File: src/hdl/frps_defines.vh
`ifndef FRPS_DEFINES_VH
`define FRPS_DEFINES_VH

// Clock period of clk_sys in nanoseconds.
`define FRPS_CLK_NS        100

// Flash pin timing in nanoseconds.
`define FRPS_T_RP_NS       500
`define FRPS_T_READY_NS    20000
`define FRPS_T_RH_NS       50
`define FRPS_T_ACC_NS      100
`define FRPS_T_WP_NS       100
`define FRPS_T_WPH_NS      100

// Cycle counts; least times round up.
`define FRPS_RP_CYC    ((`FRPS_T_RP_NS    + `FRPS_CLK_NS - 1) / `FRPS_CLK_NS)
`define FRPS_READY_CYC ((`FRPS_T_READY_NS + `FRPS_CLK_NS - 1) / `FRPS_CLK_NS)
`define FRPS_RH_CYC    ((`FRPS_T_RH_NS    + `FRPS_CLK_NS - 1) / `FRPS_CLK_NS)
`define FRPS_ACC_CYC   ((`FRPS_T_ACC_NS   + `FRPS_CLK_NS - 1) / `FRPS_CLK_NS)
`define FRPS_WP_CYC    ((`FRPS_T_WP_NS    + `FRPS_CLK_NS - 1) / `FRPS_CLK_NS)
`define FRPS_WPH_CYC   ((`FRPS_T_WPH_NS   + `FRPS_CLK_NS - 1) / `FRPS_CLK_NS)

// Register word indices on the Avalon slave.
`define FRPS_REG_CTRL      3'h0
`define FRPS_REG_ADDR      3'h1
`define FRPS_REG_WDATA     3'h2
`define FRPS_REG_CMD       3'h3
`define FRPS_REG_STATUS    3'h4
`define FRPS_REG_RDATA     3'h5

// Control register bit positions and reset value.
`define FRPS_CTRL_GUARD    0
`define FRPS_CTRL_ACCEL    1
`define FRPS_CTRL_INIT_HV  2
`define FRPS_CTRL_PROBE_HV 3
`define FRPS_CTRL_RESET    4'h1

// Status register bit positions.
`define FRPS_ST_BUSY       0
`define FRPS_ST_DONE       1
`define FRPS_ST_SECURE     2
`define FRPS_ST_READABLE   3

// Command codes written to the command register.
`define FRPS_CMD_READ      3'h1
`define FRPS_CMD_WRITE     3'h2
`define FRPS_CMD_ENTER     3'h3
`define FRPS_CMD_EXIT      3'h4
`define FRPS_CMD_PULSE     3'h5

// Unlock cycle addresses and data of the security region sequences, and their lengths.
`define FRPS_UNLK_A1       22'h000555
`define FRPS_UNLK_A2       22'h0002AA
`define FRPS_UNLK_D1       16'h00AA
`define FRPS_UNLK_D2       16'h0055
`define FRPS_ENTER_D       16'h0088
`define FRPS_EXIT_D3       16'h0090
`define FRPS_EXIT_D4       16'h0000
`define FRPS_ENTER_LEN     3'h3
`define FRPS_EXIT_LEN      3'h4

`endif

File: src/hdl/frps_ctrl.v
// Register access over Avalon-MM and the placing of the registers were left to the implementer.
`timescale 1ns/1ns
// Functional notes
// - Software must reissue any program or erase that a pulse cut short.
// - No read until the post-reset read delay has passed.
// - Probe line high-voltage qualifier is driven from the control register.
// - Init high-voltage qualifier with ordinary bus cycles for protect work.
// - Enter with a three-cycle sequence, leave with a four-cycle sequence.
`include "frps_defines.vh"

module frps_ctrl #(
  parameter AW = 22,
  parameter DW = 16
) (
  // Clock and reset.
  input  wire          clk_sys,
  input  wire          rst_b,
  // Avalon-MM slave.
  input  wire [2:0]    avs_address,
  input  wire          avs_read,
  input  wire          avs_write,
  input  wire [31:0]   avs_writedata,
  output reg  [31:0]   avs_readdata,
  output wire          avs_waitrequest,
  // Flash pins.
  output reg  [AW-1:0] flash_addr,
  output reg  [DW-1:0] flash_dq_out,
  output reg           flash_dq_oe,
  input  wire [DW-1:0] flash_dq_in,
  output reg           flash_ce_n,
  output reg           flash_oe_n,
  output reg           flash_we_n,
  output reg           device_init_n,
  output wire          device_init_hv,
  output wire          id_probe_hv,
  output wire          boot_guard_accel_pin,
  output wire          boot_guard_accel_hv,
  input  wire          op_done_flag
);

  // One-hot sequencer states.
  localparam S_IDLE  = 7'h01;
  localparam S_RSTLO = 7'h02;
  localparam S_RSTBY = 7'h04;
  localparam S_RSTRH = 7'h08;
  localparam S_RD    = 7'h10;
  localparam S_WRLO  = 7'h20;
  localparam S_WRHI  = 7'h40;

  reg  [6:0]    state;
  reg  [15:0]   cnt;
  reg  [3:0]    ctrl;
  reg  [AW-1:0] addr_reg;
  reg  [DW-1:0] wdata_reg;
  reg  [DW-1:0] rdata;
  reg  [2:0]    seq_cmd;
  reg  [2:0]    seq_idx;
  reg  [2:0]    seq_len;
  reg           secure;
  reg           readable;
  reg           ack;
  reg  [AW-1:0] cyc_addr;
  reg  [DW-1:0] cyc_data;

  wire          busy    = ~state[0];
  wire          req     = avs_read | avs_write;
  wire          sel_cmd = avs_write & (avs_address == `FRPS_REG_CMD);
  wire          stall   = sel_cmd & busy;
  wire          take    = req & ack & ~stall;
  wire [2:0]    new_cmd = avs_writedata[2:0];

  // Commands wait while the sequencer is busy; other accesses take two edges.
  assign avs_waitrequest = req & (~ack | stall);

  // High-voltage qualifiers; the reset pulse masks the init one, the security region the accelerator one, the probe one is unmasked.
  assign device_init_hv       = ctrl[`FRPS_CTRL_INIT_HV] & device_init_n;
  assign id_probe_hv          = ctrl[`FRPS_CTRL_PROBE_HV];
  assign boot_guard_accel_pin = ctrl[`FRPS_CTRL_GUARD];
  assign boot_guard_accel_hv  = ctrl[`FRPS_CTRL_ACCEL] & ~secure;

  // Address and data of the current write cycle, by sequence step.
  always @* begin
    cyc_addr = addr_reg;
    cyc_data = wdata_reg;
    if (seq_cmd == `FRPS_CMD_ENTER || seq_cmd == `FRPS_CMD_EXIT) begin
      case (seq_idx)
        3'h0: begin
          cyc_addr = `FRPS_UNLK_A1;
          cyc_data = `FRPS_UNLK_D1;
        end
        3'h1: begin
          cyc_addr = `FRPS_UNLK_A2;
          cyc_data = `FRPS_UNLK_D2;
        end
        3'h2: begin
          cyc_addr = `FRPS_UNLK_A1;
          cyc_data = (seq_cmd == `FRPS_CMD_ENTER) ? `FRPS_ENTER_D : `FRPS_EXIT_D3;
        end
        default: begin
          cyc_addr = {AW{1'b0}};
          cyc_data = `FRPS_EXIT_D4;
        end
      endcase
    end
  end

  // Bus handshake and register file.
  always @(posedge clk_sys or negedge rst_b) begin
    if (!rst_b) begin
      ack          <= 1'b0;
      avs_readdata <= 32'h00000000;
      ctrl         <= `FRPS_CTRL_RESET;
      addr_reg     <= {AW{1'b0}};
      wdata_reg    <= {DW{1'b0}};
    end else begin
      ack <= req & ~take;
      if (req && !ack) begin
        case (avs_address)
          `FRPS_REG_CTRL:   avs_readdata <= {28'h0000000, ctrl};
          `FRPS_REG_ADDR:   avs_readdata <= {{(32-AW){1'b0}}, addr_reg};
          `FRPS_REG_WDATA:  avs_readdata <= {{(32-DW){1'b0}}, wdata_reg};
          `FRPS_REG_STATUS: avs_readdata <= {28'h0000000, readable, secure,
                                             op_done_flag, busy};
          `FRPS_REG_RDATA:  avs_readdata <= {{(32-DW){1'b0}}, rdata};
          default:          avs_readdata <= 32'h00000000;
        endcase
      end
      if (take && avs_write) begin
        case (avs_address)
          `FRPS_REG_CTRL:  ctrl <= avs_writedata[3:0];
          `FRPS_REG_ADDR:  addr_reg <= avs_writedata[AW-1:0];
          `FRPS_REG_WDATA: wdata_reg <= avs_writedata[DW-1:0];
          default: ;
        endcase
      end
    end
  end

  // Pin sequencer.
  always @(posedge clk_sys or negedge rst_b) begin
    if (!rst_b) begin
      state         <= S_IDLE;
      cnt           <= 16'h0000;
      seq_cmd       <= 3'h0;
      seq_idx       <= 3'h0;
      seq_len       <= 3'h0;
      secure        <= 1'b0;
      readable      <= 1'b1;
      rdata         <= {DW{1'b0}};
      flash_addr    <= {AW{1'b0}};
      flash_dq_out  <= {DW{1'b0}};
      flash_dq_oe   <= 1'b0;
      flash_ce_n    <= 1'b1;
      flash_oe_n    <= 1'b1;
      flash_we_n    <= 1'b1;
      device_init_n <= 1'b1;
    end else begin
      case (state)
        S_IDLE: begin
          cnt <= 16'h0000;
          if (take && sel_cmd) begin
            seq_cmd <= new_cmd;
            seq_idx <= 3'h0;
            case (new_cmd)
              `FRPS_CMD_PULSE: begin
                state         <= S_RSTLO;
                device_init_n <= 1'b0;
                readable      <= 1'b0;
              end
              `FRPS_CMD_READ: begin
                state      <= S_RD;
                flash_addr <= addr_reg;
                flash_ce_n <= 1'b0;
                flash_oe_n <= 1'b0;
              end
              // The flash itself refuses writes to protected or locked sectors.
              `FRPS_CMD_WRITE, `FRPS_CMD_ENTER, `FRPS_CMD_EXIT: begin
                state   <= S_WRLO;
                seq_len <= (new_cmd == `FRPS_CMD_ENTER) ? `FRPS_ENTER_LEN :
                           (new_cmd == `FRPS_CMD_EXIT) ? `FRPS_EXIT_LEN : 3'h1;
              end
              default: ;
            endcase
          end
        end
        S_RSTLO: begin
          cnt <= cnt + 16'h0001;
          if (cnt + 16'h0001 >= `FRPS_RP_CYC) begin
            state         <= S_RSTBY;
            cnt           <= 16'h0000;
            device_init_n <= 1'b1;
            secure        <= 1'b0;
          end
        end
        S_RSTBY: begin
          // Busy flag holds us; once ready the settle time still runs.
          if (!op_done_flag) begin
            cnt <= 16'h0000;
          end else begin
            cnt <= cnt + 16'h0001;
            if (cnt + 16'h0001 >= `FRPS_READY_CYC) begin
              state <= S_RSTRH;
              cnt   <= 16'h0000;
            end
          end
        end
        S_RSTRH: begin
          cnt <= cnt + 16'h0001;
          if (cnt + 16'h0001 >= `FRPS_RH_CYC) begin
            state    <= S_IDLE;
            cnt      <= 16'h0000;
            readable <= 1'b1;
          end
        end
        S_RD: begin
          cnt <= cnt + 16'h0001;
          if (cnt + 16'h0001 >= `FRPS_ACC_CYC) begin
            rdata      <= flash_dq_in;
            state      <= S_IDLE;
            cnt        <= 16'h0000;
            flash_ce_n <= 1'b1;
            flash_oe_n <= 1'b1;
          end
        end
        S_WRLO: begin
          // Output gate stays high whenever the data bus is driven.
          flash_addr   <= cyc_addr;
          flash_dq_out <= cyc_data;
          flash_dq_oe  <= 1'b1;
          flash_ce_n   <= 1'b0;
          flash_we_n   <= 1'b0;
          cnt          <= cnt + 16'h0001;
          if (cnt + 16'h0001 >= `FRPS_WP_CYC + 1) begin
            state      <= S_WRHI;
            cnt        <= 16'h0000;
            flash_ce_n <= 1'b1;
            flash_we_n <= 1'b1;
          end
        end
        S_WRHI: begin
          cnt <= cnt + 16'h0001;
          if (cnt + 16'h0001 >= `FRPS_WPH_CYC) begin
            cnt         <= 16'h0000;
            flash_dq_oe <= 1'b0;
            if (seq_idx + 3'h1 >= seq_len) begin
              state <= S_IDLE;
              if (seq_cmd == `FRPS_CMD_ENTER) begin
                secure <= 1'b1;
              end else if (seq_cmd == `FRPS_CMD_EXIT) begin
                secure <= 1'b0;
              end
            end else begin
              seq_idx <= seq_idx + 3'h1;
              state   <= S_WRLO;
            end
          end
        end
        default: state <= S_IDLE;
      endcase
    end
  end

endmodule

File: config.mk
export PLATFORM = sky130hd
export DESIGN_NAME = frps_ctrl
export DESIGN_NICKNAME = d
export VERILOG_FILES = /design/src/hdl/frps_ctrl.v
export VERILOG_INCLUDE_DIRS = /design/src /design/src/hdl
export SDC_FILE = /design/constraint.sdc
export NUM_CORES = 1
export LEC_CHECK = 0
export ABC_AREA = 1
export BUFFER_PORTS_ARGS = -buffer_cell sky130_fd_sc_hd__buf_2
export CAP_MARGIN = 20
export CORE_MARGIN = 3
export CORE_UTILIZATION = 45
export CTS_CLUSTER_SIZE = 8
export DETAILED_ROUTE_END_ITERATION = 16
export PLACE_DENSITY = 0.68
export SETUP_SLACK_MARGIN = 0.1
export SLEW_MARGIN = 20
export SYNTH_ARGS = -nofsm -noshare
export SYNTH_HDL_FRONTEND = slang
export SYNTH_SLANG_ARGS = --single-unit
export TNS_END_PERCENT = 5
File: constraint.sdc
create_clock -name clk_sys -period 4.99 [get_ports clk_sys]
set_input_delay 0 -clock clk_sys [delete_from_list [all_inputs] [get_ports clk_sys]]
set_output_delay 0 -clock clk_sys [all_outputs]
set_load 0.02 [all_outputs]
Word-level counts from Yosys, hierarchy flattened
Index checks and enable logic that the tools add are counted.

Input bits: 56. Memories kept: 0. Memory bits (read-only): 0. Latch bits: 0. Bits in writable memories: 0. Flip-flop bits (word level): 168.

Div/mod/pow operators: 0. Reduce and logical (&&, ||, !) cells: 35. Eq/ne operators: 36. Shift operators: 0. Bitwise operators: 15. Order comparisons: 5. Multiply operators: 0. Muxes and demuxes: 50. Add/subtract/negate cells: 3.

Operator list (count): $pmux 22 s5 (1); $mux 16 (6); $pmux 16 s5 (1); $mux 22 (3); $mux 7 (7); $pmux 22 s2 (1); $pmux 7 s6 (1); $ge 32x2->1 const B (1); $ge 32x3->1 const B (1); $ge 32x8->1 const B (1); $pmux 8 s3 (1); $pmux 11 s2 (1); $pmux 7 s3 (1); $ne 2x2->1 const B (10); $reduce_and 4->1 (5); $eq 3x2->1 const B (6); $add 16x1->17 const B (1); $ge 17x1->1 const B (1); $add 16x1->16 const B (1); $eq 3x3->1 const B (5); $mux 3 (5); $reduce_bool 2->1 (7); $mux 1 (13); $reduce_and 2->1 (6); other kinds (32) (58).

Depth between registers and ports, before layout
Gate-level depths: netlist of run 1.

Depth after elaboration: 8. Mapped depth: 16. Depth with buffers taken out: 16.

Least setup slack after synthesis of run 1
OpenSTA, ideal clock, no wires.

Path kind: reg-to-reg. Start point: register cnt[0]. End point: register rdata[2]. Data arrival time: 2.034 ns. Path buffers: 1. Period minus slack after synthesis: 2.111 ns. Path slack: 2.879 ns. Stages on the path, launching flop included: 13. Library setup time: 0.077 ns. Required time: 4.913 ns. Cells stage by stage: dfrtp_1 > ha_1 > or2_2 > nand2_1 > inv_1 > nor3_1 > nand3_2 > nor2_4 > nand2_4 > nand2_4 > buf_6 > nor2_1 > a21oi_1.

Longest elaborated chain between the ends: 3.

Ends and longest elaborated chain: from (decl) (RTL line frps_ctrl.v:51) `reg [15:0] cnt;`; from (signal assigned) (RTL line frps_ctrl.v:187) `cnt <= cnt + 16'h0001;`; from (signal assigned) (RTL line frps_ctrl.v:200) `cnt <= cnt + 16'h0001;`; from (signal assigned) (RTL line frps_ctrl.v:208) `cnt <= cnt + 16'h0001;`; $add 16x1->17 (RTL line frps_ctrl.v:217) `` if (cnt + 16'h0001 >= `FRPS_ACC_CYC) begin ``; $ge 17x1->1 (no source line); $reduce_and 2->1 (no source line); to (signal assigned) (RTL line frps_ctrl.v:149) `rdata <= {DW{1'b0}};`; to (signal assigned) (RTL line frps_ctrl.v:218) `rdata <= flash_dq_in;`; to (decl) (RTL line frps_ctrl.v:55) `reg [DW-1:0] rdata;`.

No other way between the ends. A chain may end at the register's enable or synchronous reset.

Final worst setup path of run 1
Start point: register cnt[0]. End point: register rdata[1].

Same word-level chain as after synthesis.

==> results.sh, run 1 <==
export IMPL_synth_seq_area_share=0.508
export IMPL_insertion_delay_ps=430
export IMPL_synth_avg_cell_area_um2=8.30
export IMPL_hold_class="in -> reg"
export IMPL_utilization=0.575
export IMPL_netlist_cell_type_count=48
export IMPL_setup_viol_count_final=0
export IMPL_async_reset_ff_frac=1.00
export IMPL_synth_edf_count=0
export IMPL_synth_area_mm2=0.00781
export IMPL_synth_simple_area_share=0.255
export IMPL_grt_pass1_wl_um=34300
export IMPL_drc=0
export IMPL_hold_viol=0
export IMPL_clock_fmax_mhz=371
export IMPL_setup_tns_ps=0
export IMPL_finalInstanceArea_mm2=0.00963
export IMPL_worst_path_max_fanout=22
export IMPL_r2r_end="rdata[1]$_DFFE_PN0P_"
export IMPL_viasPerCell=5.30
export IMPL_n_antenna_cell=0
export IMPL_clockRootBuffer="clkbuf_16"
export IMPL_mostFrequentLayoutCells="221 x nand2_1, 151 x dfrtp_1, 114 x buf_2"
export IMPL_synth_compound_area_frac=0.137
export IMPL_synth_fa_ha_area_frac=0.0144
export IMPL_synth_ff_latch_count=158
export IMPL_critPathMaxStageDelay_ps=460
export IMPL_cts_sinks=158
export IMPL_dp_cells=1250
export IMPL_vdd_drop_max_uv=289
export IMPL_drive_gt1_frac=0.193
export IMPL_end_kind="flip-flop"
export IMPL_core_mm2=0.0168
export IMPL_ff_latch_area_mm2=0.00396
export IMPL_rsz0062_at_grt="false"
export IMPL_worst_setup_path_type="reg -> reg"
export IMPL_critPathMostFrequentCell="nand2_4"
export IMPL_arrival_ps=3050
export IMPL_skew_ps=10.6
export IMPL_cts_clk_slew_worst_paths_ps=60
export IMPL_startpoint_type="flip-flop"
export IMPL_final_cells=1326
export IMPL_cts_buffers=17
export IMPL_die_y_um=138
export IMPL_slew_headroom=0.361
export IMPL_nNetsFinal=1158
export IMPL_cts_tree="built"
export IMPL_status="complete, no violations"
export IMPL_maxCapViolations=0
export IMPL_startpoint="cnt[0]$_DFFE_PN0P_"
export IMPL_cts_buffer_depth=2
export IMPL_nFillCells=1546
export IMPL_dieArea_mm2=0.0190
export IMPL_cts_resized=0
export IMPL_firstDrtPassIters=5
export IMPL_routabilityCongestion=0.893
export IMPL_overflow=0
export IMPL_vias=7025
export IMPL_hpwl_um=15100
export IMPL_crit_path_top_delay_cell="dfrtp_1"
export IMPL_whs_path_depth=3
export IMPL_cp_cell_sequence="ha_1, or2_2, nand2_1, inv_1, nor3_1, nand3_2, nor2_4, nand2_4, nand2_4, nor2_1, a21oi_2"
export IMPL_htreeDepth=4
export IMPL_drt_first_iter_violations=567
export IMPL_antenna_found_initial=0
export IMPL_synthToLayoutAreaGrowth_pct=23.4
export IMPL_multiInputGateArea_mm2=0.00325
export IMPL_start_util=0.466
export IMPL_p_leak_nw=4.83
export IMPL_min_to="ctrl[0]$_DFFE_PN1P_"
export IMPL_yosysWarningCount=0
export IMPL_finalPower_w=0.00489
export IMPL_synth_xor_area_frac=0.00433
export IMPL_fin_crit_ps=2700
export IMPL_synthFlopType="dfrtp_1"
export IMPL_port_buffers=115
export IMPL_postRouteAntennaNets=0
export IMPL_place_area_mm2=0.00853
export IMPL_std_cell_rows=47
export IMPL_pin_count=136
export IMPL_grt_pass1_vias=6609
export IMPL_powerDensity_mw_per_mm2=508
export IMPL_required_ps=5340
export IMPL_synth_top_family_by_area="simple AND/OR/NAND/NOR gates"
export IMPL_tightest_slew_ps=959
export IMPL_layout_commonest_cell="nand2_1"
export IMPL_r2r_cells=11
export IMPL_synth_cells=941
export IMPL_fin_crit_sh=0.541
export IMPL_slew_viol_final=0
export IMPL_grt_usage=0.234
export IMPL_rr_startpoint="cnt[0]$_DFFE_PN0P_"
export IMPL_synth_area_mux_share=0
export IMPL_die_x_um=138
export IMPL_grt_max_degree=85
export IMPL_holdCritStartpoint="avs_write"
export IMPL_r2r_slack_ps=2290
export IMPL_wirelength_um=21600
export IMPL_post_drt_wl_per_cell_um=16.3
[logic make-up (layout without fill, tap and decap cells)]
kind of cell	count (synthesis)	count (layout)
flops	158	158
fa+ha+maj	9	9
other cells	1	10
buf+inv	153	309
compound gates	182	182
xor+xnor	3	3
simple gates	435	435
[cell usage after synthesis, types with 4 or more instances]
library cell  number  area, µm²
nand2_1          221        830
dfrtp_1          151       3780
inv_1            105        394
o21ai_0           95        475
nor2_1            82        308
nand3_1           63        315
a21oi_1           28        140
clkbuf_1          21       78.8
nand4_1           20        125
a221oi_1          15        131
buf_4             12       90.1
o31ai_1           10       75.1
ha_1               9        113
nor2_2             9       56.3
nor3_1             8       40.0
buf_2              7       35.0
dfstp_2            7        184
inv_2              7       26.3
o21ai_1            7       35.0
nor2_4             6       67.6
a31o_2             5       43.8
nand2_2            5       31.3
nand3_2            5       50.1
o211ai_1           4       30.0
o21a_1             4       30.0
o22ai_1            4       25.0
[through the flow]
stage,setup slack (ps),hold WS [ps]
global placement,2340,102
global route,2060,121
floorplan,2880,-296
finish,2290,83.7
CTS,2310,69.9
detailed placement,2330,96.5
[routing by layer]
metal	vias to the layer above	track usage	wire length (µm)	share of wire
met3	24	0.0376	1340	0.062
met5	-	0	0	0
li1	3383	-	-	-
met4	0	0.0681	333	0.015
met2	244	0.367	10100	0.47
met1	3374	0.336	9810	0.45
[critical path: cells and delay by family (launching register included)]
kind,cells,cell delay (ps)
and+or+nand+nor,8,1670
buffers and inverters,1,100
DFF,1,460
AOI/OAI and AO/OA,1,110
adders and majority gates,1,270
[final cells by class]
cell class | instances | share of cell area
clock buffers | 17 | 0.0442
clock inverters | 15 | 0.0238
inverters | 112 | 0.0436
multi-input cells | 639 | 0.338
flip-flops and latches | 158 | 0.411
well taps | 220 | 0.0286
repair buffers | 165 | 0.111
[where the power goes]
group          switching (W)  internal, W  total (W)
sequential          0.000252      0.00164    0.00189
clock               0.000541     0.000895    0.00144
combinational        0.00106     0.000508    0.00156
total                0.00185      0.00304    0.00489
[repair_timing]
action	4_1_cts	5_1_grt
hold endpoints to repair	152	0
hold buffers	43	0
buffers inserted	0	0
[worst max-delay path by stage]
stage	to	slack, ps	cells after the start
detailed placement	rdata[0]$_DFFE_PN0P_	2330	12
finish	rdata[1]$_DFFE_PN0P_	2290	11
floorplan	rdata[2]$_DFFE_PN0P_	2880	12
global route	rdata[1]$_DFFE_PN0P_	2060	12
global placement	flash_ce_n$_DFFE_PN1P_	2340	11
CTS	rdata[2]$_DFFE_PN0P_	2310	11
Note: power is estimated with default switching activity, not from simulation.
==> inputs of run 2 (changes only) <==
Settings changed: PLACE_DENSITY 0.68 to 0.71.
Clock period 4.99 ns to 2.4 ns, I/O delays scaled along.
==> results.sh, run 2 (synthesis gave the netlist of run 1 again) <==
export IMPL_status="complete, no violations"
export IMPL_insertion_delay_ps=430
export IMPL_firstDrtPassIters=5
export IMPL_core_mm2=0.0168
export IMPL_setup_viol_count_final=0
export IMPL_die_x_um=138
export IMPL_start_util=0.466
export IMPL_powerDensity_mw_per_mm2=1020
export IMPL_skew_ps=8.51
export IMPL_cts_clk_slew_worst_paths_ps=70
export IMPL_mostFrequentLayoutCells="217 x nand2_1, 149 x dfrtp_1, 114 x buf_2"
export IMPL_std_cell_rows=47
export IMPL_dieArea_mm2=0.0190
export IMPL_synthToLayoutAreaGrowth_pct=28.0
export IMPL_vdd_drop_max_uv=634
export IMPL_wirelength_um=22300
export IMPL_required_ps=2750
export IMPL_p_leak_nw=4.98
export IMPL_startpoint="state[0]$_DFFE_PN1P_"
export IMPL_slew_headroom=0.567
export IMPL_fin_crit_ps=2240
export IMPL_htreeDepth=4
export IMPL_drc=0
export IMPL_drive_gt1_frac=0.235
export IMPL_place_area_mm2=0.00873
export IMPL_n_antenna_cell=0
export IMPL_worst_path_max_fanout=5
export IMPL_worst_setup_path_type="reg -> reg"
export IMPL_startpoint_type="flip-flop"
export IMPL_cts_buffers=17
export IMPL_grt_max_degree=60
export IMPL_clock_fmax_mhz=447
export IMPL_pin_count=136
export IMPL_cpLargestDelayFamily="buffers and inverters"
export IMPL_hold_viol=0
export IMPL_setup_tns_ps=0
export IMPL_crit_cells=10
export IMPL_die_y_um=138
export IMPL_nFillCells=1470
export IMPL_finalInstanceArea_mm2=0.00999
export IMPL_clockRootBuffer="clkbuf_16"
export IMPL_tightest_slew_ps=648
export IMPL_postRouteAntennaNets=0
export IMPL_grt_usage=0.235
export IMPL_cts_buffer_depth=2
export IMPL_nNetsFinal=1185
export IMPL_viasPerCell=5.29
export IMPL_critPathMaxStageDelay_ps=590
export IMPL_crit_path_top_delay_cell="dfstp_2"
export IMPL_cts_tree="built"
export IMPL_worstSetupEndpoint="seq_len[1]$_DFFE_PN0P_"
export IMPL_arrival_ps=2580
export IMPL_grt_pass1_wl_um=34500
export IMPL_fin_crit_sh=0.931
export IMPL_r2r_end="seq_len[1]$_DFFE_PN0P_"
export IMPL_r2r_cells=10
export IMPL_end_kind="flip-flop"
export IMPL_antenna_found_initial=0
export IMPL_overflow=0
export IMPL_slew_viol_final=0
export IMPL_hpwl_um=15700
export IMPL_maxCapViolations=0
export IMPL_grt_pass1_vias=6616
export IMPL_cts_sinks=158
export IMPL_rr_startpoint="state[0]$_DFFE_PN1P_"
export IMPL_port_buffers=115
export IMPL_r2r_slack_ps=160
export IMPL_cp_cell_sequence="inv_1, a21boi_2, nand2_1, nor2_2, buf_4, nand2_1, nor2_1, dlygate4sd3_1, inv_1, o21ai_0"
export IMPL_rsz0062_at_grt="true"
export IMPL_critPathBufInv=4
export IMPL_hold_class="in -> reg"
export IMPL_vias=7158
export IMPL_routabilityCongestion=0.903
export IMPL_drt_first_iter_violations=608
export IMPL_layout_commonest_cell="nand2_1"
export IMPL_post_drt_wl_per_cell_um=16.5
-- run 2: changes by cell type in the layout (fill, tap and decap cells not counted), sizes merged --
cell / previous run / this run
buf: 122 / 149
bufinv: 5 / 2
inv: 117 / 120
clkinv: 4 / 3
clkinvlp: 1 / 2
dlygate4sd3: 43 / 42
nand2: 228 / 229
-- run 2: layer usage --
metal / share of wire / GRT usage
met1: 0.44 / 0.330
met2: 0.47 / 0.375
met3: 0.074 / 0.0438
met4: 0.018 / 0.0681
met5: 0 / 0
-- run 2: per-stage QoR --
stage                     total power [W]   util  instances  hold slack, ps  worst slack (ps)
after CTS                          0.0102  0.584       1349            6.63              65.8
after global placement            0.00719  0.521       1275            3.98              75.1
after detailed placement          0.00726  0.521       1275            4.44              19.3
after floorplan                   0.00606      -        950            -296               289
after global routing               0.0108  0.596       1353            32.4              28.3
final                              0.0102  0.596       1353            40.0               165
-- run 2: worst min-delay path by stage --
stage                          from                            to  slack [ps]  depth (start not counted)
final                     avs_write                 ack$_DFF_PN0_          40                          4
after floorplan               rst_b                 ack$_DFF_PN0_        -300                          0
after global routing      avs_write                 ack$_DFF_PN0_          30                          4
after detailed placement      rst_b  avs_readdata[17]$_DFFE_PN0P_           4                          1
after global placement        rst_b          state[1]$_DFFE_PN0P_           4                          1
after CTS                 avs_write                 ack$_DFF_PN0_           7                          4
-- run 2: area by class of cell --
cell class              instances  area [µm²]  share of cell area
repair buffers                191        1280               0.128
multi-input cells             640        3430               0.343
flip-flops and latches        158        3970               0.397
inverters                     112         420              0.0421
clock inverters                15         196              0.0197
well taps                     220         275              0.0275
clock buffers                  17         425              0.0426
-- run 2: where the power goes --
| part | switching (W) | internal [W] | total [W] |
|---|---|---|---|
| Clock | 0.00125 | 0.00159 | 0.00284 |
| Combinational | 0.00227 | 0.00120 | 0.00347 |
| Sequential | 0.000496 | 0.00341 | 0.00391 |
-- run 2: worst reg2reg max path, cell delays in order (launching register included) --
cell	delay (ps)
dfstp_2	590
inv_1	80
a21boi_2	150
nand2_1	100
nor2_2	130
buf_4	160
nand2_1	70
nor2_1	80
dlygate4sd3_1	590
inv_1	60
o21ai_0	140
-- run 2: timing repair --
action	in CTS	in global routing
hold endpoints to repair	125	0
gates resized for setup	4	41
pin swaps	0	11
hold buffers	42	0
gates cloned	0	1
endpoints found under the setup margin	35	60
buffers inserted	0	3
